<file path="config.mk">
export PLATFORM = sky130hd
export DESIGN_NAME = lsa_top
export DESIGN_NICKNAME = d
export VERILOG_FILES = /design/src/lsa_pkg.sv /design/src/lsa_top.sv
export SDC_FILE = /design/constraint.sdc
export NUM_CORES = 1
export LEC_CHECK = 0
export ABC_AREA = 0
export BUFFER_PORTS_ARGS = -buffer_cell sky130_fd_sc_hd__buf_2
export CORE_MARGIN = 2
export CORE_UTILIZATION = 57
export CTS_CLUSTER_SIZE = 14
export DETAILED_ROUTE_END_ITERATION = 16
export PLACE_DENSITY = 0.74
export SYNTH_ARGS = -nofsm -noshare
export SYNTH_HDL_FRONTEND = slang
export SYNTH_SLANG_ARGS = --single-unit
</file>
<file path="constraint.sdc">
create_clock -name i_clk_sys -period 5 [get_ports i_clk_sys]
set_input_delay 0.75 -clock i_clk_sys [delete_from_list [all_inputs] [get_ports i_clk_sys]]
set_output_delay 0.75 -clock i_clk_sys [all_outputs]
set_load 0.05 [all_outputs]
</file>
<file path="src/lsa_pkg.sv">
// How it works
// - Published value averages the most recent conversions: 1, 8, 16 or 32 of them.
// - First 32-sample average appears after the 32nd conversion, well before 250 ms.
// - Reads before the full average return the latest intermediate result.
// - The first conversion is triggered at activation; its result is published directly.
// - First update follows the first conversion, inside 5.7 ms when the converter keeps pace.
// - Average of 8 published after the 8th conversion, of 16 after the 16th.
// - In steady state a fresh 32-sample average is published every 500 ms.
// - Single, 8 and 16 sample stages exist only in the start-up sequence.
// - Converter counts pass through unscaled: one count per lux.
// - Serial interface ignores the bus until 40 us after reset.
// - Open-drain pins, no clock stretching, address match before any drive.
// - Start, stop, acknowledge and bit timing follow the standard two-wire protocol.
// - Idle after reset, no conversions; only the mode register is reachable.
// - Mode bits 1:0 = 11 activates, 00 returns to low-power idle.
// - Reading the low result byte holds the high byte for the next read.
package lsa_pkg;
  localparam int CLK_MHZ = 10;
  // Timing, in own units
  localparam int T_BUS_READY_US = 40;
  localparam int T_SAMPLE_US = 5700;
  localparam int T_REFRESH_MS = 500;
  localparam int BUS_READY_CYC = T_BUS_READY_US * CLK_MHZ;
  localparam int SAMPLE_CYC = T_SAMPLE_US * CLK_MHZ;
  localparam int REFRESH_CYC = T_REFRESH_MS * 1000 * CLK_MHZ;
  // Averaging depth and start-up stages
  localparam int AVG_MAX = 32;
  localparam int STAGE_8 = 8;
  localparam int STAGE_16 = 16;
  // Bus address and register offsets
  localparam logic [6:0] DEV_ADDR = 7'h29;
  localparam logic [7:0] REG_MODE = 8'h80;
  localparam logic [7:0] REG_PART = 8'h8a;
  localparam logic [7:0] REG_MFR = 8'h8b;
  localparam logic [7:0] REG_LSB = 8'h8c;
  localparam logic [7:0] REG_MSB = 8'h8d;
  localparam logic [1:0] MODE_IDLE = 2'h0;
  localparam logic [1:0] MODE_ACTIVE = 2'h3;
  localparam logic [1:0] MODE_RST = 2'h0;
  localparam logic [15:0] RESULT_RST = 16'h0000;
  // Identity bytes: values are arbitrary
  localparam logic [7:0] ID_PART_DEF = 8'h5a;
  localparam logic [7:0] ID_MFR_DEF = 8'h3c;

  typedef enum {BUS_IDLE, BUS_ADDR, BUS_ADDR_ACK, BUS_REG, BUS_REG_ACK, BUS_WDATA, BUS_WDATA_ACK,
    BUS_RDATA, BUS_RACK} lsa_bus_st_t;
  typedef enum {SEQ_OFF, SEQ_START, SEQ_STEADY} lsa_seq_st_t;

  typedef struct packed {
    logic valid;
    logic [15:0] lux;
  } lsa_conv_t;
endpackage

</file>
<file path="src/lsa_top.sv">
`timescale 1ns/1ps
module lsa_top import lsa_pkg::*; #(
  parameter int SAMPLE_CYCLES = SAMPLE_CYC,
  parameter int REFRESH_CYCLES = REFRESH_CYC,
  parameter logic [7:0] ID_PART = ID_PART_DEF,
  parameter logic [7:0] ID_MFR = ID_MFR_DEF
) (
  input wire logic i_clk_sys,
  input wire logic i_srst,
  input wire logic i_ce,
  input wire logic i_scl,
  input wire logic i_sda,
  output logic o_sda_out,
  output logic o_sda_oe,
  output logic o_conv_start,
  input wire lsa_conv_t i_conv,
  output logic [15:0] o_result,
  output logic o_active
);
  // Pin synchronisers, {sda, scl}; stage 1 feeds only stage 2, stage 3 only marks edges
  logic [1:0] pin_s1_r, pin_s2_r, pin_s3_r;
  always_ff @(posedge i_clk_sys) begin
    if (i_srst) begin
      pin_s1_r <= 2'h3;
      pin_s2_r <= 2'h3;
      pin_s3_r <= 2'h3;
    end else if (i_ce) begin
      pin_s1_r <= {i_sda, i_scl};
      pin_s2_r <= pin_s1_r;
      pin_s3_r <= pin_s2_r;
    end
  end
  logic scl_rise, scl_fall, bus_start, bus_stop;
  assign scl_rise = pin_s2_r[0] & ~pin_s3_r[0];
  assign scl_fall = ~pin_s2_r[0] & pin_s3_r[0];
  assign bus_start = pin_s2_r[0] & pin_s3_r[0] & pin_s3_r[1] & ~pin_s2_r[1];
  assign bus_stop = pin_s2_r[0] & pin_s3_r[0] & ~pin_s3_r[1] & pin_s2_r[1];
  // Bus slave state
  lsa_bus_st_t bus_st_r, bus_st_nxt;
  logic [3:0] bit_cnt_r, bit_cnt_nxt;
  logic [7:0] shift_r, shift_nxt, tx_r, tx_nxt, ptr_r, ptr_nxt, msb_hold_r, msb_hold_nxt;
  logic rw_r, rw_nxt, oe_r, oe_nxt, nack_r, nack_nxt;
  logic [1:0] mode_r, mode_nxt;
  logic [8:0] rdy_cnt_r, rdy_cnt_nxt;
  logic [15:0] result_r, result_nxt;
  logic active;
  assign active = (mode_r == MODE_ACTIVE);
  // Register pointer must name a reachable register; idle hides all but mode
  function automatic logic reg_ok(input logic [7:0] a, input logic act);
    reg_ok = (a == REG_MODE) || (act && (a == REG_PART || a == REG_MFR || a == REG_LSB || a == REG_MSB));
  endfunction
  // Block reads cycle through the map
  function automatic logic [7:0] ptr_next(input logic [7:0] a);
    unique case (a)
      REG_MODE: ptr_next = REG_PART;
      REG_PART: ptr_next = REG_MFR;
      REG_MFR: ptr_next = REG_LSB;
      REG_LSB: ptr_next = REG_MSB;
      default: ptr_next = REG_MODE;
    endcase
  endfunction
  // Bus next-state: bits sampled on SCL rise, SDA changed on SCL fall
  always_comb begin
    bus_st_nxt = bus_st_r;
    bit_cnt_nxt = bit_cnt_r;
    shift_nxt = shift_r;
    tx_nxt = tx_r;
    ptr_nxt = ptr_r;
    msb_hold_nxt = msb_hold_r;
    rw_nxt = rw_r;
    oe_nxt = oe_r;
    nack_nxt = nack_r;
    mode_nxt = mode_r;
    rdy_cnt_nxt = rdy_cnt_r;
    if (rdy_cnt_r != BUS_READY_CYC[8:0]) begin
      rdy_cnt_nxt = rdy_cnt_r + 9'h001;
    end else if (bus_start) begin
      bus_st_nxt = BUS_ADDR; // Also covers repeated start
      bit_cnt_nxt = 4'h0;
      oe_nxt = 1'b0;
    end else if (bus_stop) begin
      bus_st_nxt = BUS_IDLE;
      oe_nxt = 1'b0;
    end else if (scl_rise) begin
      if (bus_st_r == BUS_RACK) begin
        nack_nxt = pin_s2_r[1];
      end else if (bus_st_r != BUS_IDLE) begin
        shift_nxt = {shift_r[6:0], pin_s2_r[1]};
        bit_cnt_nxt = bit_cnt_r + 4'h1;
      end
    end else if (scl_fall) begin
      unique case (bus_st_r)
        BUS_IDLE: oe_nxt = 1'b0;
        BUS_ADDR: begin
          if (bit_cnt_r == 4'h8) begin
            if (shift_r[7:1] == DEV_ADDR) begin
              rw_nxt = shift_r[0];
              oe_nxt = 1'b1;
              bus_st_nxt = BUS_ADDR_ACK;
            end else begin
              bus_st_nxt = BUS_IDLE;
            end
          end
        end
        BUS_ADDR_ACK, BUS_RACK: begin
          bit_cnt_nxt = 4'h0;
          if (bus_st_r == BUS_ADDR_ACK && !rw_r) begin
            oe_nxt = 1'b0;
            bus_st_nxt = BUS_REG;
          end else if (bus_st_r == BUS_RACK && nack_r) begin
            oe_nxt = 1'b0;
            bus_st_nxt = BUS_IDLE;
          end else begin
            // Load the byte for the current pointer
            unique case (ptr_r)
              REG_MODE: tx_nxt = {6'h00, mode_r};
              REG_PART: tx_nxt = active ? ID_PART : 8'h00;
              REG_MFR: tx_nxt = active ? ID_MFR : 8'h00;
              REG_LSB: begin
                tx_nxt = active ? result_r[7:0] : 8'h00;
                msb_hold_nxt = result_r[15:8];
              end
              default: tx_nxt = active ? msb_hold_r : 8'h00;
            endcase
            oe_nxt = ~tx_nxt[7];
            bus_st_nxt = BUS_RDATA;
          end
        end
        BUS_REG: begin
          if (bit_cnt_r == 4'h8) begin
            if (reg_ok(shift_r, active)) begin
              ptr_nxt = shift_r;
              oe_nxt = 1'b1;
              bus_st_nxt = BUS_REG_ACK;
            end else begin
              bus_st_nxt = BUS_IDLE; // Unreachable register (unknown, or hidden while idle): no acknowledge
            end
          end
        end
        BUS_REG_ACK, BUS_WDATA_ACK: begin
          oe_nxt = 1'b0;
          bit_cnt_nxt = 4'h0;
          bus_st_nxt = BUS_WDATA;
        end
        BUS_WDATA: begin
          if (bit_cnt_r == 4'h8) begin
            if (ptr_r == REG_MODE) begin
              mode_nxt = shift_r[1:0];
              oe_nxt = 1'b1;
              bus_st_nxt = BUS_WDATA_ACK;
            end else begin
              bus_st_nxt = BUS_IDLE; // Read-only target
            end
          end
        end
        BUS_RDATA: begin
          if (bit_cnt_r == 4'h8) begin
            oe_nxt = 1'b0;
            ptr_nxt = ptr_next(ptr_r);
            bus_st_nxt = BUS_RACK;
          end else begin
            oe_nxt = ~tx_r[3'h7 - bit_cnt_r[2:0]];
          end
        end
      endcase
    end
  end

  always_ff @(posedge i_clk_sys) begin
    if (i_srst) begin
      bus_st_r <= BUS_IDLE;
      bit_cnt_r <= 4'h0;
      shift_r <= 8'h00;
      tx_r <= 8'h00;
      ptr_r <= REG_MODE;
      msb_hold_r <= 8'h00;
      rw_r <= 1'b0;
      oe_r <= 1'b0;
      nack_r <= 1'b0;
      mode_r <= MODE_RST;
      rdy_cnt_r <= 9'h000;
    end else if (i_ce) begin
      bus_st_r <= bus_st_nxt;
      bit_cnt_r <= bit_cnt_nxt;
      shift_r <= shift_nxt;
      tx_r <= tx_nxt;
      ptr_r <= ptr_nxt;
      msb_hold_r <= msb_hold_nxt;
      rw_r <= rw_nxt;
      oe_r <= oe_nxt;
      nack_r <= nack_nxt;
      mode_r <= mode_nxt;
      rdy_cnt_r <= rdy_cnt_nxt;
    end
  end

  // Measurement sequencer and sliding average over a 32-entry window
  lsa_seq_st_t seq_st_r, seq_st_nxt;
  logic [15:0] win_mem [AVG_MAX];
  logic [4:0] wr_idx_r, wr_idx_nxt;
  logic [5:0] n_r, n_nxt;
  logic [20:0] sum_r, sum_nxt;
  logic [31:0] smp_cnt_r, smp_cnt_nxt, ref_cnt_r, ref_cnt_nxt;
  logic conv_r, conv_nxt, active_d_r;
  logic [15:0] oldest;
  // Entries beyond the filled count are treated as zero, so no clearing pass is needed
  assign oldest = (n_r == AVG_MAX[5:0]) ? win_mem[wr_idx_r] : 16'h0000;

  always_comb begin
    seq_st_nxt = seq_st_r;
    wr_idx_nxt = wr_idx_r;
    n_nxt = n_r;
    sum_nxt = sum_r;
    smp_cnt_nxt = smp_cnt_r;
    ref_cnt_nxt = ref_cnt_r;
    conv_nxt = 1'b0;
    result_nxt = result_r;
    if (!active) begin
      seq_st_nxt = SEQ_OFF;
    end else if (!active_d_r || seq_st_r == SEQ_OFF) begin
      // Fresh activation drops old samples
      seq_st_nxt = SEQ_START;
      wr_idx_nxt = 5'h00;
      n_nxt = 6'h00;
      sum_nxt = 21'h000000;
      smp_cnt_nxt = 32'h0;
      conv_nxt = 1'b1;
    end else begin
      // Free-running sample period; conversions keep going in steady state
      conv_nxt = (smp_cnt_r == 32'(SAMPLE_CYCLES - 1));
      smp_cnt_nxt = conv_nxt ? 32'h0 : smp_cnt_r + 32'h1;
      if (i_conv.valid) begin
        sum_nxt = sum_r + {5'h00, i_conv.lux} - {5'h00, oldest};
        wr_idx_nxt = wr_idx_r + 5'h01;
        if (n_r != AVG_MAX[5:0]) begin
          n_nxt = n_r + 6'h01;
        end
      end
      if (seq_st_r == SEQ_START && i_conv.valid) begin
        // Start-up stages, one result write each
        if (n_nxt == 6'h01) begin
          result_nxt = i_conv.lux;
        end else if (n_nxt == STAGE_8[5:0]) begin
          result_nxt = sum_nxt[18:3];
        end else if (n_nxt == STAGE_16[5:0]) begin
          result_nxt = sum_nxt[19:4];
        end else if (n_nxt == AVG_MAX[5:0]) begin
          result_nxt = sum_nxt[20:5];
          seq_st_nxt = SEQ_STEADY;
          ref_cnt_nxt = 32'h0;
        end
      end else if (seq_st_r == SEQ_STEADY) begin
        if (ref_cnt_r == 32'(REFRESH_CYCLES - 1)) begin
          ref_cnt_nxt = 32'h0;
          result_nxt = sum_r[20:5];
        end else begin
          ref_cnt_nxt = ref_cnt_r + 32'h1;
        end
      end
    end
  end

  always_ff @(posedge i_clk_sys) begin
    if (i_srst) begin
      seq_st_r <= SEQ_OFF;
      wr_idx_r <= 5'h00;
      n_r <= 6'h00;
      sum_r <= 21'h000000;
      smp_cnt_r <= 32'h0;
      ref_cnt_r <= 32'h0;
      conv_r <= 1'b0;
      active_d_r <= 1'b0;
      result_r <= RESULT_RST;
    end else if (i_ce) begin
      seq_st_r <= seq_st_nxt;
      wr_idx_r <= wr_idx_nxt;
      n_r <= n_nxt;
      sum_r <= sum_nxt;
      smp_cnt_r <= smp_cnt_nxt;
      ref_cnt_r <= ref_cnt_nxt;
      conv_r <= conv_nxt;
      active_d_r <= active;
      result_r <= result_nxt;
    end
  end

  // Sample window storage, no reset needed
  always_ff @(posedge i_clk_sys) begin
    if (i_ce && active && active_d_r && seq_st_r != SEQ_OFF && i_conv.valid) begin
      win_mem[wr_idx_r] <= i_conv.lux;
    end
  end

  assign o_sda_out = 1'b0; // Open drain: only ever pulls low
  assign o_sda_oe = oe_r;
  assign o_conv_start = conv_r;
  assign o_result = result_r;
  assign o_active = active_d_r;
endmodule

</file>
# Yosys cells after proc, flatten, opt, wreduce, memory -nomap -nowiden
# Memory sizes are Yosys's and may differ from the RTL's. A register that Yosys moved wholly into a read port is not among the register bits.
# Index checks and enable logic that the tools add are counted.
word_totals:
  ff_bits: 234
  mem_bits_ro: 0
  mem_count: 1
  out_inout_bits: 20
  latch_bits: 0
  mem_bits_rw: 512
  word_cells: 254
mem_list:
  columns: ["name", "words", "word_bits", "rd", "rd_clocked_by_memory_dff", "write_ports", "line_no", "text"]
  rows:
  - ["win_mem", 32, 16, 1, 1, 1, "lsa_top.sv:199", "logic [15:0] win_mem [AVG_MAX];"]
classes:
  magnitude_cmp: 1
  mul: 0
  reduce_logical: 47
  mux: 94
  div: 0
  n_bitwise: 21
  n_shift: 0
  eq_ne: 57
  addsub: 9
op_table:
  columns: ["cell", "count"]
  rows:
  - ["32-bit two-way mux", 24]
  - ["32-bit by 3-bit == test with 1-bit output (second input constant)", 6]
  - ["32-bit case mux with 6 select lines", 1]
  - ["16-bit two-way mux", 8]
  - ["8-bit two-way mux", 13]
  - ["32-bit by 2-bit == test with 1-bit output (second input constant)", 3]
  - ["8-bit == test (second input constant)", 9]
  - ["32-bit by 1-bit adder with 32-bit output (second input constant)", 2]
  - ["32-bit zero test", 2]
  - ["32-bit nonzero test", 2]
  - ["21-bit two-way mux", 2]
  - ["6-bit two-way mux", 6]
  - ["9-bit AND reduction", 4]
  - ["32-bit by 1-bit == test with 1-bit output (second input constant)", 1]
  - ["32-bit by 16-bit == test with 1-bit output (second input constant)", 1]
  - ["32-bit by 23-bit == test with 1-bit output (second input constant)", 1]
  - ["32-bit by 4-bit == test with 1-bit output (second input constant)", 1]
  - ["32-bit by 5-bit == test with 1-bit output (second input constant)", 1]
  - ["8-bit case mux with 4 select lines", 1]
  - ["10-bit AND reduction", 3]
  - ["4-bit two-way mux", 7]
  - ["4-bit inequality test (second input constant)", 7]
  - ["21-bit by 16-bit adder with 21-bit output", 1]
  - ["21-bit by 16-bit subtractor with 21-bit output", 1]
  - ["45 further kinds", 122]

# Logic depth before layout (Yosys ltp)
logic_depth:
  ltp_word: 19
  depth_mapped: 20

# Least setup slack after synthesis
# No wires, ideal clock.
synth_path:
  path_kind: "register -> register"
  startpoint: "register with a tool-made name"
  endpoint: "register result_r[15] (netlist: o_result[15])"
  arrival_time_ps: 5255
  path_buffers: 3
  setup_slack_ps: -317
  synth_period_minus_slack_ps: 5317
  required_ps: 4938
  stages_incl_launch_ff: 19
  path_cell_list: "dfxtp_1 -> clkbuf_1 -> buf_1 -> mux4_2 -> mux4_2 -> mux2i_1 -> nor2_1 -> fa_1 -> inv_1 -> ha_1 -> clkbuf_1 -> nand3_1 -> or4_1 -> o211ai_1 -> xor2_1 -> mux2i_1 -> a221o_1 -> a21oi_1 -> a32o_1"
synth_rtl:
  columns: ["element", "line_no", "text"]
  rows:
  - ["to (signal assigned)", "lsa_top.sv:283", "result_r <= result_nxt;"]
  - ["to (decl)", "lsa_top.sv:45", "logic [15:0] result_r, result_nxt;"]

==> impl_metrics.env <==
export IMPL_slowest_stage="mux4_2"
export IMPL_path_max_fanout=6
export IMPL_syn_num_nets=2256
export IMPL_drt_wirelength_per_cell_um=25.9
export IMPL_cts_htree_levels=3
export IMPL_grt_usage=0.279
export IMPL_start_kind="register"
export IMPL_cts_hold_buf=0
export IMPL_power_leakage_nw=11.5
export IMPL_grt_pass1_vias=18801
export IMPL_antenna_left=0
export IMPL_synth_largest_area_cell="edfxtp_1"
export IMPL_synth_edf_count=512
export IMPL_crit_chain="buf_12 > clkbuf_16 > buf_6 > mux4_2 > mux4_2 > mux2i_4 > nor2_2 > fa_1 > inv_2 > ha_4 > nand2_2 > or4_1 > o211ai_1 > xor2_1 > mux2i_2 > a221o_1 > a21oi_1 > a32o_1"
export IMPL_syn_inst=2182
export IMPL_cts_tree="done"
export IMPL_synth_area_top_cells="edfxtp_1 51%, mux4_2 12%, dfxtp_1 12%"
export IMPL_grt_antenna_before_repair=0
export IMPL_ir_drop_uv=396
export IMPL_slew_headroom=0.382
export IMPL_rows=84
export IMPL_die_y_um=235
export IMPL_hpwl_mm=47.8
export IMPL_clock_latency_ns=0.62
export IMPL_synth_distinct_cells=80
export IMPL_max_freq_mhz=200
export IMPL_cpMostUsedCell="mux4_2"
export IMPL_syn_area_um2=30400
export IMPL_placed_area_um2=32100
export IMPL_synth_top_cell_area_share=0.506
export IMPL_core_um2=52700
export IMPL_final_layout_size_suffix_gt1_frac=0.223
export IMPL_cts_root_buf="clkbuf_16"
export IMPL_vias=19800
export IMPL_synth_seq_cells=693
export IMPL_die_area_um2=55200
export IMPL_cts_inserted_buffers=70
export IMPL_avgViaCountPerCell=6.43
export IMPL_drt_first_pass_iters=6
export IMPL_worst_ep_required_time_ns=5.55
export IMPL_avgSynthCellArea_um2=13.9
export IMPL_cap_violations=0
export IMPL_hold_path_class="primary input to register"
export IMPL_tightest_slew_ns=0.927
export IMPL_hold_viol_final=0
export IMPL_hold_slack_ns=0.362
export IMPL_grt_pass1_wl_mm=117
export IMPL_fin_crit_sh=1.00
export IMPL_final_max_slew_viol_count=0
export IMPL_clockBufferDepth=3
export IMPL_outcome="completed"
export IMPL_clkSinkCount=693
export IMPL_powerDensity_nw_per_um2=330
export IMPL_setup_violations=0
export IMPL_drtIter0Drc=2340
export IMPL_wl_mm=79.8
export IMPL_synth_seq_area_share=0.625
export IMPL_arrival_ns=5.55
export IMPL_fin_crit_ns=5.00
export IMPL_fin_cells=3079
export IMPL_rsz0062_at_grt="true"
export IMPL_synth_top_flop_cell="edfxtp_1"
export IMPL_gp_congestion=0.924
export IMPL_numPlacedInstances=2920
export IMPL_grt_ovfl_total=0
export IMPL_postLayoutCellArea_um2=35000
export IMPL_cp_end_kind="register"
export IMPL_grt_max_degree=84
export IMPL_die_w_um=235
export IMPL_nNetsFinal=2412
export IMPL_clk_pin_slew_ns=0.06
export IMPL_yosys_warnings=0
export IMPL_start_util=0.577
export IMPL_synthArstFlopShare=0
export IMPL_drc=0
export IMPL_path_class="register to register"
export IMPL_io_buffers=40
export IMPL_ios=42
export IMPL_cpPeakStageDelay_ns=0.57
export IMPL_area_growth_pct=15.1
export IMPL_clock_skew_ns=0.0271
## sequential cells by signal (all words and copies together), names as in the netlist, 5 cells and up, named ones only
signal	flops
tx_r	8
o_result	16
shift_r	8
wr_idx_r	5
smp_cnt_r	32
ptr_r	8
ref_cnt_r	32
win_mem	512
rdy_cnt_r	9
n_r	6
sum_r	21
msb_hold_r	8
## Yosys cell counts, drive strengths merged (16+ instances only)
master and count:
xor2 53, nor3 31, dfxtp 181, inv 91, mux4 162, or3 20, xnor2 23, nand2 127
o211ai 17, buf 29, o21ai 84, edfxtp 512, nand4 23, and3 22, nor2 252, nand3 52
clkbuf 82, mux2i 53, ha 36, a22oi 24, fa 16, a21oi 101
## path summary, 6_finish.rpt
path	startpoint	to	slack, ns	cells after the start
worst min-delay path	i_sda	pin_s1_r[1]	0.36	3
worst min register to register	ptr_r[7]	ptr_r[7]	0.45	1
worst max-delay path	register	o_result[15]	0.00002	18
worst max register to register	register	o_result[15]	0.00002	18
## report_power, final
part	internal, mW	switching [mW]	total, mW
Clock	2.74	2.22	4.96
Sequential	6.16	0.00470	6.17
Combinational	0.136	0.277	0.412
## per-layer routing
| metal | track usage | vias to the layer above | routed length, µm |
|---|---|---|---|
| met5 | 0 | - | 0 |
| met4 | 0.0794 | 0 | 2160 |
| met3 | 0.0473 | 149 | 6850 |
| met2 | 0.467 | 1103 | 40200 |
| met1 | 0.380 | 9904 | 30600 |
| li1 | - | 8644 | - |
## cell usage in the layout, fill, tap and decap left out, types with 14 or more instances in the layout
cell,instances
a22oi_1,23
mux4_2,162
ha_1,28
edfxtp_1,512
nand2b_1,14
mux2i_1,44
a21oi_1,92
xor2_1,52
clkbuf_16,78
buf_4,134
nand2_1,126
nand4_1,22
o211ai_1,17
xnor2_1,23
inv_1,89
clkbuf_1,15
fa_1,15
or3_1,20
dfxtp_1,177
nor3_1,28
nand3_1,51
o21ai_0,75
and3_1,22
buf_2,39
nor4_1,14
nor2_1,239
## area by class of cell
type,count,area (µm²)
diodes,1,2.50
inverters,91,342
fillers,3605,17700
clock buffers,90,1890
clock inverters,34,260
flip-flops and latches,693,19000
well taps,688,861
multi-input cells,1287,10900
repair buffers,195,1680
## metrics by stage
stage / util / worst slack [ns] / TNS, ns / power (mW)
global route: 0.664 / -0.131 / -1.09 / 11.8
floorplan: - / 0.0123 / 0 / 6.49
finish: 0.664 / 0.0000173 / 0 / 11.5
detailed placement: 0.609 / 0.00251 / 0 / 6.67
global placement: 0.609 / 0.00478 / 0 / 6.66
CTS: 0.651 / 0.00502 / 0 / 11.6
## cell families (layout without fill, tap and decap cells)
family                     count (synthesis)  after routing  share of synthesized area
buffers and inverters                    202            410                     0.0257
and+or+nand+nor                          618            618                     0.0970
xor gates and xnor gates                  76             76                     0.0219
adders and majority gates                 52             52                     0.0254
AOI/OAI and AO/OA                        323            323                     0.0666
DFF                                      693            693                      0.625
muxes                                    217            217                      0.138
other                                      1              2                   0.000123
## what timing repair did
action,4_1_cts,5_1_grt
gates cloned,0,7
endpoints found under the setup margin,6,22
pin swaps,0,24
buffers inserted,0,27
gates resized for setup,7,64
## critical path, delay by kind of cell, from the launching register on
kind,cells,cell delay (ns)
mux,4,1.49
compound gates,4,0.88
fa+ha+maj,2,0.81
simple gates,3,0.60
buf+inv,4,0.49
flops,1,0.41
xor+xnor,1,0.23
No activity file was read; power rests on OpenSTA's default activity.
